$ cat src/lcdd_pkg.sv
package lcdd_pkg;
  // Clock and pin counts
  localparam int unsigned CLK_HZ = 10_000_000;
  localparam int NUM_PINS = 62;
  localparam int MAX_COM = 16;
  localparam int LVL_W = 3;
  // Refresh rate limits in Hz
  localparam logic [7:0] RATE_MIN = 8'h0a;
  localparam logic [7:0] RATE_MAX = 8'h96;
  localparam logic [7:0] RATE_RST = 8'h3c;
  // Register byte offsets
  localparam logic [7:0] OFS_CTRL = 8'h00;
  localparam logic [7:0] OFS_CONTRAST = 8'h04;
  localparam logic [7:0] OFS_RATE = 8'h08;
  localparam logic [7:0] OFS_COM_LO = 8'h0c;
  localparam logic [7:0] OFS_COM_HI = 8'h10;
  localparam logic [7:0] OFS_PDATA_LO = 8'h14;
  localparam logic [7:0] OFS_PDATA_HI = 8'h18;
  localparam logic [7:0] OFS_STATUS = 8'h1c;
  // Bias codes: static, then 1/2 up to 1/5
  localparam logic [2:0] BIAS_STATIC = 3'h1;
  localparam logic [2:0] BIAS_MAX = 3'h5;
  localparam logic [1:0] DRIVE_MAX = 2'h2;
  localparam logic [5:0] CONTRAST_RST = 6'h20;
  // Control register layout
  typedef struct packed {
    logic [3:0] ncom_m1;  // Commons minus one, bits 12:9
    logic lp_keep;        // Bit 8
    logic [1:0] drive;    // Bits 7:6
    logic invert;         // Bit 5
    logic wave_b;         // Bit 4
    logic [2:0] bias;     // Bits 3:1, levels above ground
    logic enable;         // Bit 0
  } lcdd_ctrl_type;
  localparam lcdd_ctrl_type CTRL_RST = '{ncom_m1: 4'h3, lp_keep: 1'b0, drive: 2'h0, invert: 1'b0,
                                        wave_b: 1'b0, bias: 3'h3, enable: 1'b0};
  // Global timing broadcast to every pin driver
  typedef struct packed {
    logic run;            // Drivers active
    logic pol;            // Drive polarity of this slot
    logic [2:0] bias;     // Top level code in use
  } lcdd_glob_type;
endpackage

$ cat src/lcdd_rate_gen.sv
`timescale 1ns/1ps
// Fractional accumulator: steps_i ticks per frame, rate_i frames per second
module lcdd_rate_gen import lcdd_pkg::*; (
  input wire logic clk_sys_i,
  input wire logic srst_i,
  input wire logic run_i,
  input wire logic [7:0] rate_i,
  input wire logic [5:0] steps_i,
  output logic tick_o
);
  logic [23:0] acc_reg, acc_next;  // Phase accumulator
  logic tick_reg, tick_next;
  logic [23:0] inc;                // Ticks wanted per second
  logic [24:0] sum;

  // Avoids a divider: exact average rate, jitter of one clock
  always_comb begin
    inc = 24'(rate_i * steps_i);
    sum = {1'b0, acc_reg} + {1'b0, inc};
    acc_next = acc_reg;
    tick_next = 1'b0;
    if (!run_i) begin
      acc_next = '0;
    end else if (sum >= 25'(CLK_HZ)) begin
      acc_next = 24'(sum - 25'(CLK_HZ));
      tick_next = 1'b1;
    end else begin
      acc_next = sum[23:0];
    end
  end

  // State registers
  always_ff @(posedge clk_sys_i) begin
    if (srst_i) begin
      acc_reg <= '0;
      tick_reg <= 1'b0;
    end else begin
      acc_reg <= acc_next;
      tick_reg <= tick_next;
    end
  end
  assign tick_o = tick_reg;
endmodule

$ cat src/lcdd_pin_drv.sv
`timescale 1ns/1ps
// One pin: picks a bias level from role, data and polarity
module lcdd_pin_drv import lcdd_pkg::*; (
  input wire logic clk_sys_i,
  input wire logic srst_i,
  input wire lcdd_glob_type glob_i,
  input wire logic is_com_i,
  input wire logic com_sel_i,
  input wire logic pix_on_i,
  output logic [LVL_W-1:0] level_o
);
  logic [LVL_W-1:0] level_reg, level_next;
  logic [LVL_W-1:0] top;

  // Level choice; top is the bias count, ground is zero
  always_comb begin
    top = glob_i.bias;
    level_next = '0;
    if (!glob_i.run) begin
      level_next = '0;
    end else if (is_com_i) begin
      if (com_sel_i) begin
        level_next = glob_i.pol ? top : '0;
      end else begin
        level_next = glob_i.pol ? 3'h1 : 3'(top - 3'h1);
      end
    end else if (pix_on_i) begin
      level_next = glob_i.pol ? '0 : top;
    end else if (top == BIAS_STATIC) begin
      // Static: an off segment follows the backplane
      level_next = glob_i.pol ? top : '0;
    end else begin
      level_next = glob_i.pol ? 3'h2 : 3'(top - 3'h2);
    end
  end

  // Output register
  always_ff @(posedge clk_sys_i) begin
    if (srst_i) begin
      level_reg <= '0;
    end else begin
      level_reg <= level_next;
    end
  end
  assign level_o = level_reg;
endmodule

$ cat src/lcdd_seq.sv
// The APB interface to the registers and the register offsets were left to the implementer.
`timescale 1ns/1ps
// Segment LCD sequencer: APB registers, common scan, DMA row fetch, pin drivers
module lcdd_seq import lcdd_pkg::*; (
  input wire logic clk_sys_i,
  input wire logic srst_i,
  input wire logic psel_i,
  input wire logic penable_i,
  input wire logic pwrite_i,
  input wire logic [7:0] paddr_i,
  input wire logic [31:0] pwdata_i,
  output logic [31:0] prdata_o,
  output logic pready_o,
  output logic pslverr_o,
  input wire logic lp_active_i,
  output logic dma_req_o,
  output logic [3:0] dma_row_o,
  output logic [NUM_PINS-1:0] pin_is_com_o,
  output logic [NUM_PINS-1:0][LVL_W-1:0] lcd_level_o,
  output logic [2:0] bias_sel_o,
  output logic [5:0] contrast_o,
  output logic [1:0] drive_mode_o
);
  // Register file
  lcdd_ctrl_type ctrl_reg, ctrl_next;
  logic [5:0] contrast_reg, contrast_next;
  logic [7:0] rate_reg, rate_next;
  logic [NUM_PINS-1:0] com_reg, com_next;      // Per-pin role mask
  logic [NUM_PINS-1:0] stage_reg, stage_next;  // Port data registers
  logic [NUM_PINS-1:0] row_reg, row_next;      // Row on the glass now
  logic stage_ok_reg, stage_ok_next;           // Staged row is fresh
  logic underrun_reg, underrun_next;           // Sticky, write one to clear
  // Bus answer
  logic pready_reg, pready_next;
  logic pslverr_reg, pslverr_next;
  logic [31:0] prdata_reg, prdata_next;
  // Scan state
  logic [3:0] cur_com_reg, cur_com_next;
  logic phase_reg, phase_next;                 // Standard wave: second half
  logic pol_reg, pol_next;
  logic run_reg, run_next;
  logic dma_req_reg, dma_req_next;
  logic [3:0] dma_row_reg, dma_row_next;
  // Helpers
  logic run_want;
  logic tick;
  logic [5:0] steps;
  logic [3:0] nxt_com;
  logic wr_en, rd_en;
  logic [6:0] rank [NUM_PINS+1];               // Commons below each pin
  logic [NUM_PINS-1:0] com_sel;
  lcdd_glob_type glob;

  // Rate value kept inside the legal refresh range
  function automatic logic [7:0] clamp_rate(input logic [7:0] r);
    if (r < RATE_MIN) begin
      clamp_rate = RATE_MIN;
    end else if (r > RATE_MAX) begin
      clamp_rate = RATE_MAX;
    end else begin
      clamp_rate = r;
    end
  endfunction

  // Address decode, shared by read and write paths
  function automatic logic mapped(input logic [7:0] a);
    mapped = (a[1:0] == 2'h0) && (a <= OFS_STATUS);
  endfunction

  // Writes count once pready is up, reads in the access cycle before it; one wait state
  assign wr_en = psel_i && penable_i && pwrite_i && pready_reg && mapped(paddr_i);
  assign rd_en = psel_i && penable_i && !pwrite_i && !pready_reg;
  assign run_want = ctrl_reg.enable && (!lp_active_i || ctrl_reg.lp_keep);
  // Standard wave uses two slots per common, low power wave one
  assign steps = ctrl_reg.wave_b ? 6'({2'h0, ctrl_reg.ncom_m1} + 6'h1)
                                 : 6'(({2'h0, ctrl_reg.ncom_m1} + 6'h1) << 1);
  assign nxt_com = (cur_com_reg == ctrl_reg.ncom_m1) ? 4'h0 : 4'(cur_com_reg + 4'h1);

  // Rank of each common pin; commons past sixteen never get selected
  assign rank[0] = '0;
  for (genvar i = 0; i < NUM_PINS; i++) begin : g_pin
    assign rank[i+1] = 7'(rank[i] + {6'h0, com_reg[i]});
    assign com_sel[i] = com_reg[i] && (rank[i] == {3'h0, cur_com_reg}) && (rank[i] < 7'(MAX_COM));
    lcdd_pin_drv u_drv (
      .clk_sys_i(clk_sys_i),
      .srst_i(srst_i),
      .glob_i(glob),
      .is_com_i(com_reg[i]),
      .com_sel_i(com_sel[i]),
      .pix_on_i(row_reg[i] ^ ctrl_reg.invert),
      .level_o(lcd_level_o[i])
    );
  end

  // Broadcast timing to all pins
  assign glob = '{run: run_reg, pol: pol_reg, bias: ctrl_reg.bias};

  lcdd_rate_gen u_rate (
    .clk_sys_i(clk_sys_i),
    .srst_i(srst_i),
    .run_i(run_reg),
    .rate_i(rate_reg),
    .steps_i(steps),
    .tick_o(tick)
  );

  // Register writes, bus answer and scan sequencing
  always_comb begin
    ctrl_next = ctrl_reg;
    contrast_next = contrast_reg;
    rate_next = rate_reg;
    com_next = com_reg;
    stage_next = stage_reg;
    row_next = row_reg;
    stage_ok_next = stage_ok_reg;
    underrun_next = underrun_reg;
    pready_next = 1'b0;
    pslverr_next = 1'b0;
    prdata_next = prdata_reg;
    cur_com_next = cur_com_reg;
    phase_next = phase_reg;
    pol_next = pol_reg;
    run_next = run_want;
    dma_req_next = dma_req_reg;
    dma_row_next = dma_row_reg;
    // Answer prepared in the first access cycle
    if (psel_i && penable_i && !pready_reg) begin
      pready_next = 1'b1;
      pslverr_next = !mapped(paddr_i);
    end
    if (rd_en) begin
      unique case (paddr_i)
        OFS_CTRL: prdata_next = {19'h0, ctrl_reg};
        OFS_CONTRAST: prdata_next = {26'h0, contrast_reg};
        OFS_RATE: prdata_next = {24'h0, rate_reg};
        OFS_COM_LO: prdata_next = com_reg[31:0];
        OFS_COM_HI: prdata_next = {2'h0, com_reg[NUM_PINS-1:32]};
        OFS_PDATA_LO: prdata_next = stage_reg[31:0];
        OFS_PDATA_HI: prdata_next = {2'h0, stage_reg[NUM_PINS-1:32]};
        OFS_STATUS: prdata_next = {17'h0, (rank[NUM_PINS] > 7'(MAX_COM)), rank[NUM_PINS][5:0],
                                   underrun_reg, dma_req_reg, pol_reg, cur_com_reg, run_reg};
        default: prdata_next = '0;
      endcase
    end
    if (wr_en) begin
      unique case (paddr_i)
        OFS_CTRL: begin
          ctrl_next = pwdata_i[12:0];
          // Illegal codes fall back to the nearest legal one
          if (pwdata_i[3:1] == 3'h0) begin
            ctrl_next.bias = BIAS_STATIC;
          end else if (pwdata_i[3:1] > BIAS_MAX) begin
            ctrl_next.bias = BIAS_MAX;
          end
          if (pwdata_i[7:6] > DRIVE_MAX) begin
            ctrl_next.drive = DRIVE_MAX;
          end
        end
        OFS_CONTRAST: contrast_next = pwdata_i[5:0];
        OFS_RATE: rate_next = clamp_rate(pwdata_i[7:0]);
        OFS_COM_LO: com_next[31:0] = pwdata_i;
        OFS_COM_HI: com_next[NUM_PINS-1:32] = pwdata_i[NUM_PINS-33:0];
        OFS_PDATA_LO: stage_next[31:0] = pwdata_i;
        OFS_PDATA_HI: begin
          // Upper word completes the row, so it acknowledges the DMA
          stage_next[NUM_PINS-1:32] = pwdata_i[NUM_PINS-33:0];
          stage_ok_next = 1'b1;
          dma_req_next = 1'b0;
        end
        OFS_STATUS: begin
          if (pwdata_i[7]) begin
            underrun_next = 1'b0;
          end
        end
        default: ;
      endcase
    end
    if (!run_reg) begin
      // Start as if at the last common so the first tick loads row 0
      cur_com_next = ctrl_reg.ncom_m1;
      phase_next = 1'b1;
      pol_next = 1'b0;
      dma_req_next = run_want;
      dma_row_next = 4'h0;
      if (run_want) begin
        stage_ok_next = 1'b0;
      end
    end else if (tick) begin
      if (!ctrl_reg.wave_b && !phase_reg) begin
        // Standard wave flips polarity inside each common slot
        phase_next = 1'b1;
        pol_next = 1'b1;
      end else begin
        phase_next = 1'b0;
        cur_com_next = nxt_com;
        if (!ctrl_reg.wave_b) begin
          pol_next = 1'b0;
        end else if (nxt_com == 4'h0) begin
          pol_next = !pol_reg;
        end
        if (stage_ok_reg || wr_en && paddr_i == OFS_PDATA_HI) begin
          row_next = stage_next;
          stage_ok_next = 1'b0;
          dma_req_next = 1'b1;
          dma_row_next = (nxt_com == ctrl_reg.ncom_m1) ? 4'h0 : 4'(nxt_com + 4'h1);
        end else begin
          // Row missed: the old row stays, the event is kept, set beats clear
          underrun_next = 1'b1;
        end
      end
    end
  end

  // All register state
  always_ff @(posedge clk_sys_i) begin
    if (srst_i) begin
      ctrl_reg <= CTRL_RST;
      contrast_reg <= CONTRAST_RST;
      rate_reg <= RATE_RST;
      com_reg <= '0;
      stage_reg <= '0;
      row_reg <= '0;
      stage_ok_reg <= 1'b0;
      underrun_reg <= 1'b0;
      pready_reg <= 1'b0;
      pslverr_reg <= 1'b0;
      prdata_reg <= '0;
      cur_com_reg <= '0;
      phase_reg <= 1'b0;
      pol_reg <= 1'b0;
      run_reg <= 1'b0;
      dma_req_reg <= 1'b0;
      dma_row_reg <= '0;
    end else begin
      ctrl_reg <= ctrl_next;
      contrast_reg <= contrast_next;
      rate_reg <= rate_next;
      com_reg <= com_next;
      stage_reg <= stage_next;
      row_reg <= row_next;
      stage_ok_reg <= stage_ok_next;
      underrun_reg <= underrun_next;
      pready_reg <= pready_next;
      pslverr_reg <= pslverr_next;
      prdata_reg <= prdata_next;
      cur_com_reg <= cur_com_next;
      phase_reg <= phase_next;
      pol_reg <= pol_next;
      run_reg <= run_next;
      dma_req_reg <= dma_req_next;
      dma_row_reg <= dma_row_next;
    end
  end

  // Outputs straight from registers
  assign prdata_o = prdata_reg;
  assign pready_o = pready_reg;
  assign pslverr_o = pslverr_reg;
  assign dma_req_o = dma_req_reg;
  assign dma_row_o = dma_row_reg;
  assign pin_is_com_o = com_reg;
  assign bias_sel_o = ctrl_reg.bias;
  assign contrast_o = contrast_reg;
  assign drive_mode_o = ctrl_reg.drive;
endmodule

$ cat config.mk
export PLATFORM = sky130hd
export DESIGN_NAME = lcdd_seq
export DESIGN_NICKNAME = d
export VERILOG_FILES = /design/src/lcdd_pkg.sv /design/src/lcdd_rate_gen.sv /design/src/lcdd_pin_drv.sv /design/src/lcdd_seq.sv
export SDC_FILE = /design/constraint.sdc
export NUM_CORES = 2
export LEC_CHECK = 0
export BUFFER_PORTS_ARGS = -buffer_cell sky130_fd_sc_hd__buf_2
export CAP_MARGIN = 20
export CORE_UTILIZATION = 50
export DETAILED_ROUTE_END_ITERATION = 6
export GPL_TIMING_DRIVEN = 0
export PLACE_DENSITY = 0.69
export SLEW_MARGIN = 20
export SYNTH_ARGS = -nofsm -noshare
export SYNTH_HDL_FRONTEND = slang
export SYNTH_SLANG_ARGS = --single-unit
$ cat constraint.sdc
create_clock -name clk_sys_i -period 29.8 [get_ports clk_sys_i]
set_clock_uncertainty 0.15 [all_clocks]
set_input_delay 5.96 -clock clk_sys_i [delete_from_list [all_inputs] [get_ports clk_sys_i]]
set_output_delay 5.96 -clock clk_sys_i [all_outputs]
set_load 0.005 [all_outputs]
==> results_dict.tcl <==
set metrics [dict create \
    overflow 0 \
    tightest_slew_ns 1.35 \
    gp_congestion 1.14 \
    syn_inst 4927 \
    numCtsBuffers 53 \
    period_minus_slack_ns 26.98 \
    grt_antenna_before_repair 23 \
    grt_usage_pct 41.6 \
    wl_mm 175 \
    fp.dieW_um 283 \
    clock_latency_ns 0.69 \
    cts_resized 0 \
    dp_slack_ns 3.23 \
    multi_input_area_um2 27800 \
    slew_violations 0 \
    cp_common_cell "ha_1" \
    crit_path_max_fanout 9 \
    portBuffers 337 \
    vdd_drop_max_v 0.0000452 \
    setup_ws_ns 2.82 \
    reg2reg_slack_ns 2.82 \
    final_cell_mix "nor2_1, dfxtp_1, nand2_1, xnor2_1, buf_2" \
    ys_types 101 \
    synth_edf_count 0 \
    synth_top_area_share_pct 23.9 \
    p_per_area_nw_per_um2 31.2 \
    clock.fmax_mhz 37.1 \
    ys_ff_latch 472 \
    coreArea_um2 77800 \
    hold_violations 0 \
    die-height_um 283 \
    syn2layout_area_growth_pct 12.9 \
    drt-vias-per-instance 6.35 \
    cp-startpoint "pin_is_com_o[0]" \
    dr.pass1.iters 7 \
    synth.avg_cell_area_um2 8.02 \
    cts_max_level 2 \
    ys_warn_count 0 \
    cpMaxStageDelayCell "xor2_1" \
    synth_ff_type "dfxtp_1" \
    finalCritPeriodShare_pct 90.5 \
    finalSetupTns_ns 0 \
    cts_tree "yes" \
    detail-route-antenna-nets 0 \
    hold_depth 2 \
    clock_sinks 472 \
    start_util_pct 50.7 \
    grt_pass1_wl_mm 248 \
    clk_pin_slew_ns 0.07 \
    worst-setup-path-type "flip-flop to flip-flop" \
    dpl.hpwl_mm 138 \
    max_stage_delay_ns 0.57 \
    endpoint_kind "flip-flop" \
    final_common_cell "nor2_1" \
    ff2ff_path_depth 73 \
    routedWlPerCell_um 27.2 \
    rows 102 \
    detail_route.iter0.violations 6031 \
    cts_root_buf "clkbuf_16" \
    fillers 7384 \
    startpoint_type "flip-flop" \
    slew_headroom_pct 9.49 \
    hold_buffers 0 \
    ys_top_cells_by_area "dfxtp_1, xnor2_1, mux2i_1" \
    r2r-end "g_pin[61].u_drv.level_o[1]" \
    crit_end "g_pin[61].u_drv.level_o[1]" \
    rr_startpoint "pin_is_com_o[0]" \
    drive_gt1_share_pct 12.2 \
    required_ns 30.14 \
    max-clock-path-buffers 3 \
    p_leak_nw 18.3 \
    setup_viol 0 \
    cap_viol_max_count 0 \
    syn_area_um2 39500 \
    first_global_vias 36500 \
    io_pins 344 \
    final_nets 5574 \
    postCtsSetupRepairBufs 0 \
    synthesis.nets 5171 \
    hold_class "flip-flop to flip-flop" \
    detail_route.drc_violations 0 \
    status "completed" \
    grt_max_degree 17 \
    vias 40800 \
    largest_reg_flops 186 \
    ys_seq_area_share_pct 23.9 \
    register_area_um2 9450 \
    synthArstFlopShare_pct 0 \
    synth_top_area_cell "dfxtp_1" \
    crit_arrival_ns 27.32 \
    dieArea_um2 80100 \
    rsz0062_at_grt "false" \
]
-- critical path: cells and delay by family (launching register included) --
family | cells | cell delay, ns
fa+ha+maj | 53 | 19.98
xor+xnor | 9 | 3.37
simple gates | 7 | 1.55
mux | 2 | 0.80
flops | 1 | 0.47
buf+inv | 1 | 0.30
compound gates | 1 | 0.18
-- cell usage after synthesis, types with 56 or more instances --
library cell and n:
inv_1 103, xnor2_1 415, clkbuf_1 280, nand2_1 420, a211oi_1 284, ha_1 161, buf_1 60, nor2_1 647
a21oi_1 324, mux2i_1 274, nor3_1 90, o21ai_0 129, dfxtp_1 472, buf_4 72, and2_1 56, nand3_1 123
xor2_1 205
-- metal layers --
| layer | vias to the layer above | wire (um) | track usage [%] | part of all wire [%] |
|---|---|---|---|---|
| met1 | 19000 | 65800 | 53.2 | 38 |
| li1 | 18100 | - | - | - |
| met4 | 10 | 15200 | 29.8 | 8.7 |
| met5 | - | 65 | 0 | 0.037 |
| met2 | 2988 | 70800 | 60.2 | 41 |
| met3 | 699 | 22800 | 11.5 | 13 |
-- kinds of logic (layout without fill, tap and decap cells) --
| kind of cell | count (synthesis) | after routing | synth area share, % |
|---|---|---|---|
| other cells | 0 | 11 | 0 |
| mux | 289 | 289 | 7.44 |
| xor+xnor | 715 | 715 | 18.8 |
| simple gates | 1618 | 1618 | 18.6 |
| flops | 472 | 472 | 23.9 |
| compound gates | 1095 | 1095 | 18.3 |
| buf+inv | 534 | 981 | 5.83 |
| fa+ha+maj | 204 | 204 | 7.13 |
-- stage by stage --
stage / hold WS, ns / power [mW] / util (%) / cells / instance area (um2)
finish: 0.331 / 1.39 / 57.3 / 6425 / 44600
global route: 0.372 / 1.41 / 57.2 / 6416 / 44600
CTS: 0.332 / 1.39 / 57.2 / 6413 / 44500
detailed placement: 0.322 / 0.701 / 54.9 / 6314 / 42700
global placement: 0.308 / 0.699 / 54.6 / 6304 / 42500
floorplan: 0.296 / 0.673 / - / 4927 / 39500
-- report_power, final --
| part | switching, mW | leakage (nW) | internal (mW) |
|---|---|---|---|
| clock | 0.317 | 0.879 | 0.386 |
| sequential | 0.00160 | 3.80 | 0.633 |
| combinational | 0.0408 | 13.6 | 0.0152 |
-- worst min path at each step --
| stage | slack [ns] | to | from |
|---|---|---|---|
| finish | 0.33 | prdata_o[9] | prdata_o[9] |
| CTS | 0.33 | ctrl_reg[0] | ctrl_reg[0] |
| floorplan | 0.30 | ctrl_reg[0] | ctrl_reg[0] |
| global route | 0.37 | ctrl_reg[0] | ctrl_reg[0] |
| global placement | 0.31 | ctrl_reg[0] | ctrl_reg[0] |
| detailed placement | 0.32 | ctrl_reg[0] | ctrl_reg[0] |
-- area by class of cell --
type,instances,share of cell area (%)
multi-input combinational,3921,62.4
sequential,472,21.2
buffer,429,4.34
timing repair buffer,348,4.13
clock buffer,66,3.24
tap,1040,2.92
inverter,105,0.884
clock inverter,33,0.864
antenna,11,0.0617
(Power assumes the default switching activity.)
